<file path="src/hw/sei_pkg.sv">
// package of constants and types for the switch and error interrupt control block
package sei_pkg;

	// ==============================================================
	// register map
	localparam logic [11:0] SEI_GS_CTRL_ADDR = 12'h443;
	localparam logic [11:0] SEI_MS_CTRL_ADDR = 12'h447;
	localparam logic [11:0] SEI_EG_CTRL_ADDR = 12'h44B;
	localparam logic [11:0] SEI_GS_VBASE_ADDR = 12'h44F;

	// ==============================================================
	// reset values and fields
	localparam logic [7:0] SEI_GS_CTRL_RST = 8'hF8;
	localparam logic [7:0] SEI_MS_CTRL_RST = 8'hF8;
	localparam logic [7:0] SEI_EG_CTRL_RST = 8'hF8;
	localparam logic [5:0] SEI_GS_ID_RST = 6'h00;
	localparam int SEI_MASK_LSB = 4;
	localparam int SEI_EG_STATE_BIT = 3;
	localparam int SEI_EG_SRC_N = 6;

	// ==============================================================
	// error source codes
	localparam logic [2:0] SEI_EC_ACFAIL = 3'h0;
	localparam logic [2:0] SEI_EC_WPOST = 3'h1;
	localparam logic [2:0] SEI_EC_ARBTO = 3'h2;
	localparam logic [2:0] SEI_EC_SYSFAIL = 3'h3;
	localparam logic [2:0] SEI_EC_IACK = 3'h4;
	localparam logic [2:0] SEI_EC_DMA = 3'h5;

	// acknowledge group select
	typedef enum logic [1:0] {
		SEI_GRP_GS = 2'b00,
		SEI_GRP_MS = 2'b01,
		SEI_GRP_EG = 2'b10,
		SEI_GRP_NONE = 2'b11
	} sei_grp_t;

	// register port request
	typedef struct packed {
		logic rd;
		logic wr;
		logic [11:0] addr;
		logic [7:0] wdata;
	} sei_req_t;

	// whole block state
	typedef struct packed {
		logic [7:0] gs_ctrl;
		logic [7:0] ms_ctrl;
		logic [7:0] eg_ctrl;
		logic [5:0] gs_id;
		logic [1:0] gs_num;
		logic [3:0] gs_prev;
		logic [3:0] ms_prev;
		logic [3:0] gs_pend;
		logic [3:0] ms_pend;
		logic [5:0] eg_pend;
		logic acf_s1;
		logic acf_s2;
		logic acf_prev;
		logic sf_s1;
		logic sf_s2;
		logic sf_prev;
		logic [7:0] rdata;
		logic [2:0] priority_level_lines;
		logic [7:0] vec;
		logic ack_valid;
		logic ack_hit;
	} sei_state_t;

	localparam sei_state_t SEI_STATE_RST = '{
		gs_ctrl: SEI_GS_CTRL_RST, ms_ctrl: SEI_MS_CTRL_RST,
		eg_ctrl: SEI_EG_CTRL_RST, gs_id: SEI_GS_ID_RST,
		priority_level_lines: 3'h7, acf_s1: 1'b1, acf_s2: 1'b1, acf_prev: 1'b1,
		sf_s1: 1'b1, sf_s2: 1'b1, sf_prev: 1'b1, default: '0
	};

endpackage : sei_pkg

</file>
<file path="src/hw/sei_ctrl.sv">
// switch and error group interrupt controller with its four registers
`timescale 1ns/100ps
module sei_ctrl (
	// clock and reset
	input wire logic clk_i,
	input wire logic rst_i,
	// register port
	input wire sei_pkg::sei_req_t req_i,
	output logic [7:0] rdata_o,
	// interrupt sources
	input wire logic [3:0] gs_i,
	input wire logic [3:0] ms_i,
	input wire logic acfail_n_i,
	input wire logic sysfail_n_i,
	input wire logic wpost_fail_i,
	input wire logic arb_timeout_i,
	input wire logic iack_evt_i,
	input wire logic dma_done_i,
	// requests to the processor
	output logic irq_gs_o,
	output logic irq_ms_o,
	output logic irq_eg_o,
	// acknowledge cycle
	input wire logic ack_req_i,
	input wire sei_pkg::sei_grp_t ack_grp_i,
	output logic ack_valid_o,
	output logic ack_hit_o,
	output logic [2:0] priority_level_lines_o,
	output logic [7:0] ack_vec_o
);

	sei_pkg::sei_state_t s;
	sei_pkg::sei_state_t next_s;
	logic [3:0] gs_live;
	logic [3:0] ms_live;
	logic [5:0] eg_live;
	logic [5:0] eg_src;
	logic [7:0] eg_view;

	// ==============================================================
	// helpers
	function automatic logic [1:0] top4(input logic [3:0] v);
		logic [1:0] r;
		r = 2'h0;
		for (int i = 0; i < 4; i++) begin
			if (v[i]) begin
				r = 2'(i);
			end
		end
		return r;
	endfunction : top4

	function automatic logic [2:0] low6(input logic [5:0] v);
		logic [2:0] r;
		r = 3'h0;
		for (int i = sei_pkg::SEI_EG_SRC_N - 1; i >= 0; i--) begin
			if (v[i]) begin
				r = 3'(i);
			end
		end
		return r;
	endfunction : low6

	// ==============================================================
	// live requests: pending and unmasked
	assign gs_live = s.gs_pend & ~s.gs_ctrl[7:sei_pkg::SEI_MASK_LSB];
	assign ms_live = s.ms_pend & ~s.ms_ctrl[7:sei_pkg::SEI_MASK_LSB];
	// mask bits D7..D4 guard codes 0..3; codes 4 and 5 (iack, dma) are never masked
	assign eg_live = s.eg_pend & {2'b11, ~s.eg_ctrl[4], ~s.eg_ctrl[5],
		~s.eg_ctrl[6], ~s.eg_ctrl[7]};
	// readback shows the inverted synchronised system fail line in D3
	assign eg_view = {s.eg_ctrl[7:4], ~s.sf_s2, s.eg_ctrl[2:0]};

	// new events: power fail and system fail on their falling edge
	assign eg_src = {dma_done_i, iack_evt_i, s.sf_prev & ~s.sf_s2,
		arb_timeout_i, wpost_fail_i, s.acf_prev & ~s.acf_s2};

	// ==============================================================
	// next state
	always_comb begin
		next_s = s;
		next_s.ack_valid = 1'b0;
		next_s.ack_hit = 1'b0;
		// the two failure pins pass two flops before any logic reads them; switch and event pins are read directly
		next_s.acf_s1 = acfail_n_i;
		next_s.acf_s2 = s.acf_s1;
		next_s.acf_prev = s.acf_s2;
		next_s.sf_s1 = sysfail_n_i;
		next_s.sf_s2 = s.sf_s1;
		next_s.sf_prev = s.sf_s2;
		next_s.gs_prev = gs_i;
		next_s.ms_prev = ms_i;

		// register writes, address decode
		if (req_i.wr) begin
			if (req_i.addr == sei_pkg::SEI_GS_CTRL_ADDR) begin
				next_s.gs_ctrl = req_i.wdata;
			end else if (req_i.addr == sei_pkg::SEI_MS_CTRL_ADDR) begin
				next_s.ms_ctrl = req_i.wdata;
			end else if (req_i.addr == sei_pkg::SEI_EG_CTRL_ADDR) begin
				next_s.eg_ctrl = req_i.wdata; // D3 is stored, but reads return the state
			end else if (req_i.addr == sei_pkg::SEI_GS_VBASE_ADDR) begin
				next_s.gs_id = req_i.wdata[7:2];
			end
		end

		// register reads answer one cycle later, unmapped reads zero
		next_s.rdata = 8'h00;
		if (req_i.rd) begin
			if (req_i.addr == sei_pkg::SEI_GS_CTRL_ADDR) begin
				next_s.rdata = s.gs_ctrl;
			end else if (req_i.addr == sei_pkg::SEI_MS_CTRL_ADDR) begin
				next_s.rdata = s.ms_ctrl;
			end else if (req_i.addr == sei_pkg::SEI_EG_CTRL_ADDR) begin
				next_s.rdata = eg_view;
			end else if (req_i.addr == sei_pkg::SEI_GS_VBASE_ADDR) begin
				next_s.rdata = {s.gs_id, s.gs_num};
			end
		end

		// acknowledge: clear first, new events are ORed in after so they win
		if (ack_req_i) begin
			next_s.ack_valid = 1'b1;
			next_s.vec = 8'h00;
			case (ack_grp_i)
				sei_pkg::SEI_GRP_GS: begin
					if (|gs_live) begin
						next_s.ack_hit = 1'b1;
						next_s.gs_pend[top4(gs_live)] = 1'b0;
						next_s.gs_num = top4(gs_live);
						next_s.vec = {s.gs_id, top4(gs_live)};
						next_s.priority_level_lines = ~s.gs_ctrl[2:0];
					end
				end
				sei_pkg::SEI_GRP_MS: begin
					if (|ms_live) begin
						next_s.ack_hit = 1'b1;
						next_s.ms_pend[top4(ms_live)] = 1'b0;
						next_s.vec = {6'h00, top4(ms_live)};
						next_s.priority_level_lines = ~s.ms_ctrl[2:0];
					end
				end
				sei_pkg::SEI_GRP_EG: begin
					if (|eg_live) begin
						next_s.ack_hit = 1'b1;
						next_s.eg_pend[low6(eg_live)] = 1'b0;
						next_s.vec = {5'h00, low6(eg_live)};
						next_s.priority_level_lines = ~s.eg_ctrl[2:0];
					end
				end
				default: begin
					next_s.ack_hit = 1'b0;
				end
			endcase
		end

		// latch rising switches and error events; the set beats the clear
		next_s.gs_pend = next_s.gs_pend | (gs_i & ~s.gs_prev);
		next_s.ms_pend = next_s.ms_pend | (ms_i & ~s.ms_prev);
		next_s.eg_pend = next_s.eg_pend | eg_src;
	end

	// ==============================================================
	// state register; reset loads the documented register values
	always_ff @(posedge clk_i or posedge rst_i) begin
		if (rst_i) begin
			s <= sei_pkg::SEI_STATE_RST;
		end else begin
			s <= next_s;
		end
	end

	// ==============================================================
	// outputs
	assign rdata_o = s.rdata;
	assign irq_gs_o = |gs_live;
	assign irq_ms_o = |ms_live;
	assign irq_eg_o = |eg_live;
	assign ack_valid_o = s.ack_valid;
	assign ack_hit_o = s.ack_hit;
	assign priority_level_lines_o = s.priority_level_lines;
	assign ack_vec_o = s.vec;
endmodule : sei_ctrl

</file>
<file path="config.mk">
export PLATFORM = sky130hd
export DESIGN_NAME = sei_ctrl
export DESIGN_NICKNAME = d
export VERILOG_FILES = /design/src/hw/sei_pkg.sv /design/src/hw/sei_ctrl.sv
export SDC_FILE = /design/constraint.sdc
export NUM_CORES = 1
export LEC_CHECK = 0
export ABC_AREA = 1
export BUFFER_PORTS_ARGS = -buffer_cell sky130_fd_sc_hd__buf_2
export CAP_MARGIN = 0
export CORE_UTILIZATION = 35
export DETAILED_ROUTE_END_ITERATION = 8
export PLACE_DENSITY_LB_ADDON = 0.1
export SLEW_MARGIN = 20
export SYNTH_ARGS = -nofsm -noshare
export SYNTH_HDL_FRONTEND = slang
export SYNTH_SLANG_ARGS = --single-unit
</file>
<file path="constraint.sdc">
create_clock -name clk_i -period 2 [get_ports clk_i]
set_clock_uncertainty 0.1 [all_clocks]
set_input_delay 0 -clock clk_i [delete_from_list [all_inputs] [get_ports clk_i]]
set_output_delay 0 -clock clk_i [all_outputs]
set_load 0.005 [all_outputs]
</file>
==> results.sh, run 1 <==
export IMPL_crit_cells=6
export IMPL_cpMostUsedCell="nand2_1"
export IMPL_worstPathBufferInverterCount=2
export IMPL_die_h_um=107.9
export IMPL_leakage_nw=2.354
export IMPL_top_level_ports=65
export IMPL_critPathLaunchType="register"
export IMPL_drive_gt1_share_pct=24.24
export IMPL_slew_violations=0
export IMPL_grt_pass1_wl_um=16000
export IMPL_worst_path_max_fanout=5
export IMPL_p_comb_share_pct=9.6
export IMPL_insertion_delay_ns=0.37
export IMPL_hold_path_class="input pin to register"
export IMPL_tightest_slew_ns=0.5275
export IMPL_cts_setup_buffers=0
export IMPL_first_iter_violations=153
export IMPL_fp_coreArea_um2=10890
export IMPL_synth_area_um2=3926
export IMPL_final_area_um2=4765
export IMPL_rsz0062_at_grt="no"
export IMPL_cts_inserted_buffers=9
export IMPL_pwr_share_seq_pct=50.4
export IMPL_fin_crit_ns=1.740
export IMPL_postSynthCellCount=473
export IMPL_track_usage_pct=18.82
export IMPL_cts_clk_slew_worst_paths_ns=0.08
export IMPL_p_int_w=0.002586
export IMPL_fmax_ghz=0.5747
export IMPL_htreeDepth=3
export IMPL_nets=593
export IMPL_finalWirelength_um=9847
export IMPL_grt_pass1_vias=3215
export IMPL_cts_root_buffer="clkbuf_8"
export IMPL_slowest_delay_ns=0.56
export IMPL_maxCapViolCount=0
export IMPL_switching_power_w=0.0007964
export IMPL_ir_drop_v=0.0002784
export IMPL_crit_type="register to primary output"
export IMPL_worstPathRequired_ns=1.90
export IMPL_grt_start_max_net_pins=81
export IMPL_synth_seq_cells=80
export IMPL_hpwl_um=7241
export IMPL_clock_sinks=80
export IMPL_crit_arrival_ns=1.64
export IMPL_first_pass_iters=6
export IMPL_cp_top_family="flip-flops"
export IMPL_status="finished, final reports clean"
export IMPL_worst_slew_margin_rel_pct=64.80
export IMPL_gp_congestion=0.7914
export IMPL_crit_chain="inv_1 -> nand2_1 -> nand2_1 -> nor2_1 -> nand2_1 -> buf_2"
export IMPL_antenna_found_initial=0
export IMPL_powerDensity_nw_per_um2=709.8
export IMPL_dieArea_um2=11650
export IMPL_cts_tree="built"
export IMPL_overflow=0
export IMPL_cts_buffer_depth=2
export IMPL_hp_start="req_i[11]"
export IMPL_final_cell_mix="118 x nand2_1, 64 x inv_1, 64 x buf_2, 57 x dfrtp_1, 39 x nor2_1"
export IMPL_drtAntennaViolNets=0
export IMPL_detail_route_vias_per_cell=4.628
export IMPL_hold_ws_ns=0.03290
export IMPL_fin_util_pct=43.76
export IMPL_post_cts_resize_count=0
export IMPL_vias=3226
export IMPL_ys_seq_area_share_pct=51.72
export IMPL_die_w_um=107.9
export IMPL_synth_fp_nets=514
export IMPL_end_kind="primary output"
export IMPL_setup_viol=0
export IMPL_placed_cell_area_um2=4260
export IMPL_reg2regPathDepth=9
export IMPL_r2r_start="eg_view[6]"
export IMPL_synth_distinct_cells=28
export IMPL_critPathLaunch="eg_view[6]"
export IMPL_cp_slowest_cell="dfstp_2"
export IMPL_hold_viol_final=0
export IMPL_clkPwrFrac_pct=40.0
export IMPL_syn_area_per_cell_um2=8.301
export IMPL_avgRoutedWirePerCell_um=14.13
export IMPL_holdBufCountCts=28
export IMPL_rows=38
export IMPL_hold_path_depth=4
export IMPL_final_common_cell="nand2_1"
export IMPL_yosysWarningCount=0
export IMPL_synthToLayoutAreaGrowth_pct=21.35
export IMPL_drc=0
export IMPL_start_util_pct=36.06
export IMPL_antenna_cells=0
export IMPL_portBuffers=64
export IMPL_fin_crit_sh_pct=87.00
export IMPL_finalSetupTns_ns=0
export IMPL_p_sw_share_pct=23.55
[metrics by stage]
step                total power [W]  worst slack, ns  cells
floorplan                  0.001910           0.6140    473
global placement           0.002022           0.4392    653
detailed placement         0.002025           0.4024    653
CTS                        0.003429           0.2314    697
global route               0.003537           0.1257    697
finish                     0.003382           0.2600    697
[per-layer routing]
layer,routed length (µm),vias to the layer above,track usage [%]
met5,0,-,0
li1,-,1641,-
met2,4580,67,30.04
met4,203,0,8.317
met3,451,14,3.571
met1,4611,1504,24.84
[cell families (layout without fill, tap and decap cells)]
family                 count (synthesis)  count (layout)  synth area share, %
buffers and inverters                 97             181                12.08
AO/OA/AOI/OAI                         67              67                9.337
flip-flops                            80              80                51.72
AND/OR/NAND/NOR                      229             229                26.86
[registers in the layout (all words and copies together), names as in the netlist]
name and count:
ack_valid_o 1, ack_vec_o 8, next_s 4, s 48
eg_view 7, priority_level_lines_o 3, rdata_o 8, ack_hit_o 1
[cell usage after synthesis, drive strengths merged]
cell	count	area [µm²]
nand2	124	480.5
inv	67	251.5
o21ai	60	322.8
dfrtp	57	1426
nor2	45	197.7
nand3	41	245.2
buf	29	219.0
dfstp	23	604.3
nand4	10	62.56
nor3	6	46.30
nand3b	3	22.52
o22ai	3	18.77
a21oi	2	10.01
clkbuf	1	3.750
o21bai	1	7.510
o31ai	1	7.510
[area by class of cell]
type	instances	area, µm²
Fill cell	1114	6123
Clock buffer	13	158.9
Multi-Input combinational cell	296	1421
Inverter	67	255.2
Tap cell	140	175.2
Clock inverter	3	65.06
Timing Repair Buffer	98	658.1
Sequential cell	80	2031
[path summary, 6_finish.rpt]
| check | end | slack, ns |
|---|---|---|
| hold reg to reg | next_s[24] | 0.26 |
| setup reg to reg | priority_level_lines_o[0] | 0.41 |
| hold / removal | s[71] | 0.03 |
| min in group asynchronous | ack_valid_o | 0.19 |
| max in group asynchronous | s[68] | 1.24 |
| setup / recovery | irq_eg_o | 0.26 |
[worst register-to-register path: stages (launching register included)]
cell and delay [ns]:
dfstp_2 0.56, inv_1 0.05, nand2_1 0.11, nand2_1 0.13, nor2_1 0.14, nand2_1 0.14, nand3_1 0.10, nand3_1 0.08
nand2_1 0.07, nand2_1 0.05
[power groups by stage]
stage                     Combinational, W  Clock [W]  Sequential (W)
after floorplan                   0.000182          0         0.00173
after global placement            0.000287          0         0.00173
after detailed placement          0.000289          0         0.00174
after CTS                         0.000332    0.00139         0.00171
after global routing              0.000370    0.00146         0.00171
final                             0.000325    0.00135         0.00170
Power figures use the tool's default switching activity.
==> inputs of run 2 (changes only) <==
HOLD_SLACK_MARGIN = 0.05   (was unset)
==> results.sh, run 2 (same netlist as run 1, synthesis figures left out) <==
export IMPL_htreeDepth=3
export IMPL_hold_ws_ns=0.1074
export IMPL_cts_root_buffer="clkbuf_8"
export IMPL_cpMostUsedCell="nand2_1"
export IMPL_final_common_cell="nand2_1"
export IMPL_antenna_cells=0
export IMPL_synthToLayoutAreaGrowth_pct=21.61
export IMPL_maxCapViolCount=0
export IMPL_portBuffers=64
export IMPL_r2r_start="eg_view[6]"
export IMPL_critPathLaunch="eg_view[6]"
export IMPL_drive_gt1_share_pct=24.19
export IMPL_nets=594
export IMPL_finalSetupTns_ns=0
export IMPL_first_iter_violations=152
export IMPL_clock_sinks=80
export IMPL_largest_reg_flops=48
export IMPL_detail_route_vias_per_cell=4.616
export IMPL_ff2ff_setup_slack_ns=0.40
export IMPL_setup_viol=0
export IMPL_drtAntennaViolNets=0
export IMPL_antenna_found_initial=0
export IMPL_ir_drop_v=0.0002788
export IMPL_reg2regPathDepth=9
export IMPL_start_util_pct=36.06
export IMPL_cts_buffer_depth=2
export IMPL_drc=0
export IMPL_p_comb_share_pct=9.7
export IMPL_dieArea_um2=11650
export IMPL_top_register="s"
export IMPL_cts_clk_slew_worst_paths_ns=0.08
export IMPL_crit_arrival_ns=1.64
export IMPL_slew_violations=0
export IMPL_pwr_share_seq_pct=50.4
export IMPL_switching_power_w=0.0007933
export IMPL_insertion_delay_ns=0.37
export IMPL_track_usage_pct=18.83
export IMPL_final_cell_mix="118 x nand2_1, 64 x inv_1, 64 x buf_2, 57 x dfrtp_1, 39 x nor2_1"
export IMPL_cts_inserted_buffers=9
export IMPL_rsz0062_at_grt="no"
export IMPL_fp_coreArea_um2=10890
export IMPL_critPathLaunchType="register"
export IMPL_fin_crit_ns=1.741
export IMPL_grt_pass1_wl_um=16010
export IMPL_fin_util_pct=43.85
export IMPL_clkPwrFrac_pct=39.9
export IMPL_vias=3222
export IMPL_fin_crit_sh_pct=87.07
export IMPL_fmax_ghz=0.5742
export IMPL_worstPathBufferInverterCount=2
export IMPL_end_kind="primary output"
export IMPL_cp_top_family="flip-flops"
export IMPL_rows=38
export IMPL_hold_viol_final=0
export IMPL_leakage_nw=2.358
export IMPL_tightest_slew_ns=0.5277
export IMPL_rr_endpoint="priority_level_lines_o[0]"
export IMPL_die_h_um=107.9
export IMPL_grt_start_max_net_pins=81
export IMPL_powerDensity_nw_per_um2=707.9
export IMPL_crit_cells=6
export IMPL_cts_tree="built"
export IMPL_top_level_ports=65
export IMPL_die_w_um=107.9
export IMPL_slowest_delay_ns=0.56
export IMPL_cp_slowest_cell="dfstp_2"
export IMPL_crit_chain="inv_1 -> nand2_1 -> nand2_1 -> nor2_1 -> nand2_1 -> buf_2"
export IMPL_grt_pass1_vias=3218
export IMPL_post_cts_resize_count=0
export IMPL_p_int_w=0.002587
export IMPL_p_sw_share_pct=23.47
export IMPL_status="finished, final reports clean"
export IMPL_worst_slew_margin_rel_pct=64.79
export IMPL_overflow=0
export IMPL_crit_path_end="irq_eg_o"
export IMPL_worstPathRequired_ns=1.90
export IMPL_hold_path_class="input pin to register"
export IMPL_hpwl_um=7241
export IMPL_finalWirelength_um=9811
export IMPL_gp_congestion=0.7914
export IMPL_worst_path_max_fanout=5
export IMPL_crit_type="register to primary output"
export IMPL_avgRoutedWirePerCell_um=14.06
export IMPL_first_pass_iters=7
==> run 2: changes by cell type in the layout (fill, tap and decap cells not counted), sizes merged <==
cell / change
dlygate4sd3: +1
==> run 2: worst min-delay path by stage <==
stage	from	cells past startpoint	endpoint	slack, ns
floorplan	sysfail_n_i	0	next_s[22]	-0.1
global placement	acfail_n_i	1	next_s[25]	0.007
detailed placement	acfail_n_i	1	next_s[25]	0.01
CTS	req_i[10]	5	rdata_o[3]	0.1
global route	req_i[10]	5	rdata_o[3]	0.12
finish	req_i[10]	5	rdata_o[3]	0.11
==> run 2: final cells by class <==
type | count | area, µm²
Inverter | 67 | 255.2
Multi-Input combinational cell | 296 | 1421
Fill cell | 1113 | 6113
Sequential cell | 80 | 2031
Clock buffer | 13 | 158.9
Tap cell | 140 | 175.2
Clock inverter | 3 | 65.06
Timing Repair Buffer | 99 | 668.1
==> run 2: worst register-to-register path, cell delays in order (launching register included) <==
cell     delay [ns]
dfstp_2        0.56
inv_1          0.05
nand2_1        0.11
nand2_1        0.13
nor2_1         0.14
nand2_1        0.14
nand3_1        0.10
nand3_1        0.08
nand2_1        0.07
nand2_1        0.05
==> run 2: power groups by stage <==
stage               registers (W)  clock network, W  logic [W]
finish                    0.00170           0.00135   0.000327
global route              0.00171           0.00146   0.000372
CTS                       0.00171           0.00139   0.000333
detailed placement        0.00174                 0   0.000289
global placement          0.00173                 0   0.000287
floorplan                 0.00173                 0   0.000182
==> run 2: what timing repair did <==
| action | in CTS | in global routing |
|---|---|---|
| endpoints found under the hold margin | 150 | 0 |
| hold buffers | 29 | 0 |
| setup buffers | 0 | 0 |
==> run 2: layer usage <==
metal / wire length [µm] / vias to the layer above / global-route usage [%]
li1: - / 1641 / -
met1: 4695 / 1511 / 24.88
met2: 4591 / 56 / 30.04
met3: 321 / 14 / 3.571
met4: 203 / 0 / 8.317
met5: 0 / - / 0
==> run 2: per-stage QoR <==
stage | setup WS [ns] | area, µm² | power, W | instances
5_1_grt | 0.1257 | 4775 | 0.003539 | 698
4_1_cts | 0.2314 | 4775 | 0.003431 | 698
3_5_place_dp | 0.4024 | 4260 | 0.002025 | 653
3_3_place_gp | 0.4392 | 4260 | 0.002022 | 653
2_1_floorplan | 0.6140 | 3930 | 0.001910 | 473
6_report | 0.2585 | 4775 | 0.003380 | 698
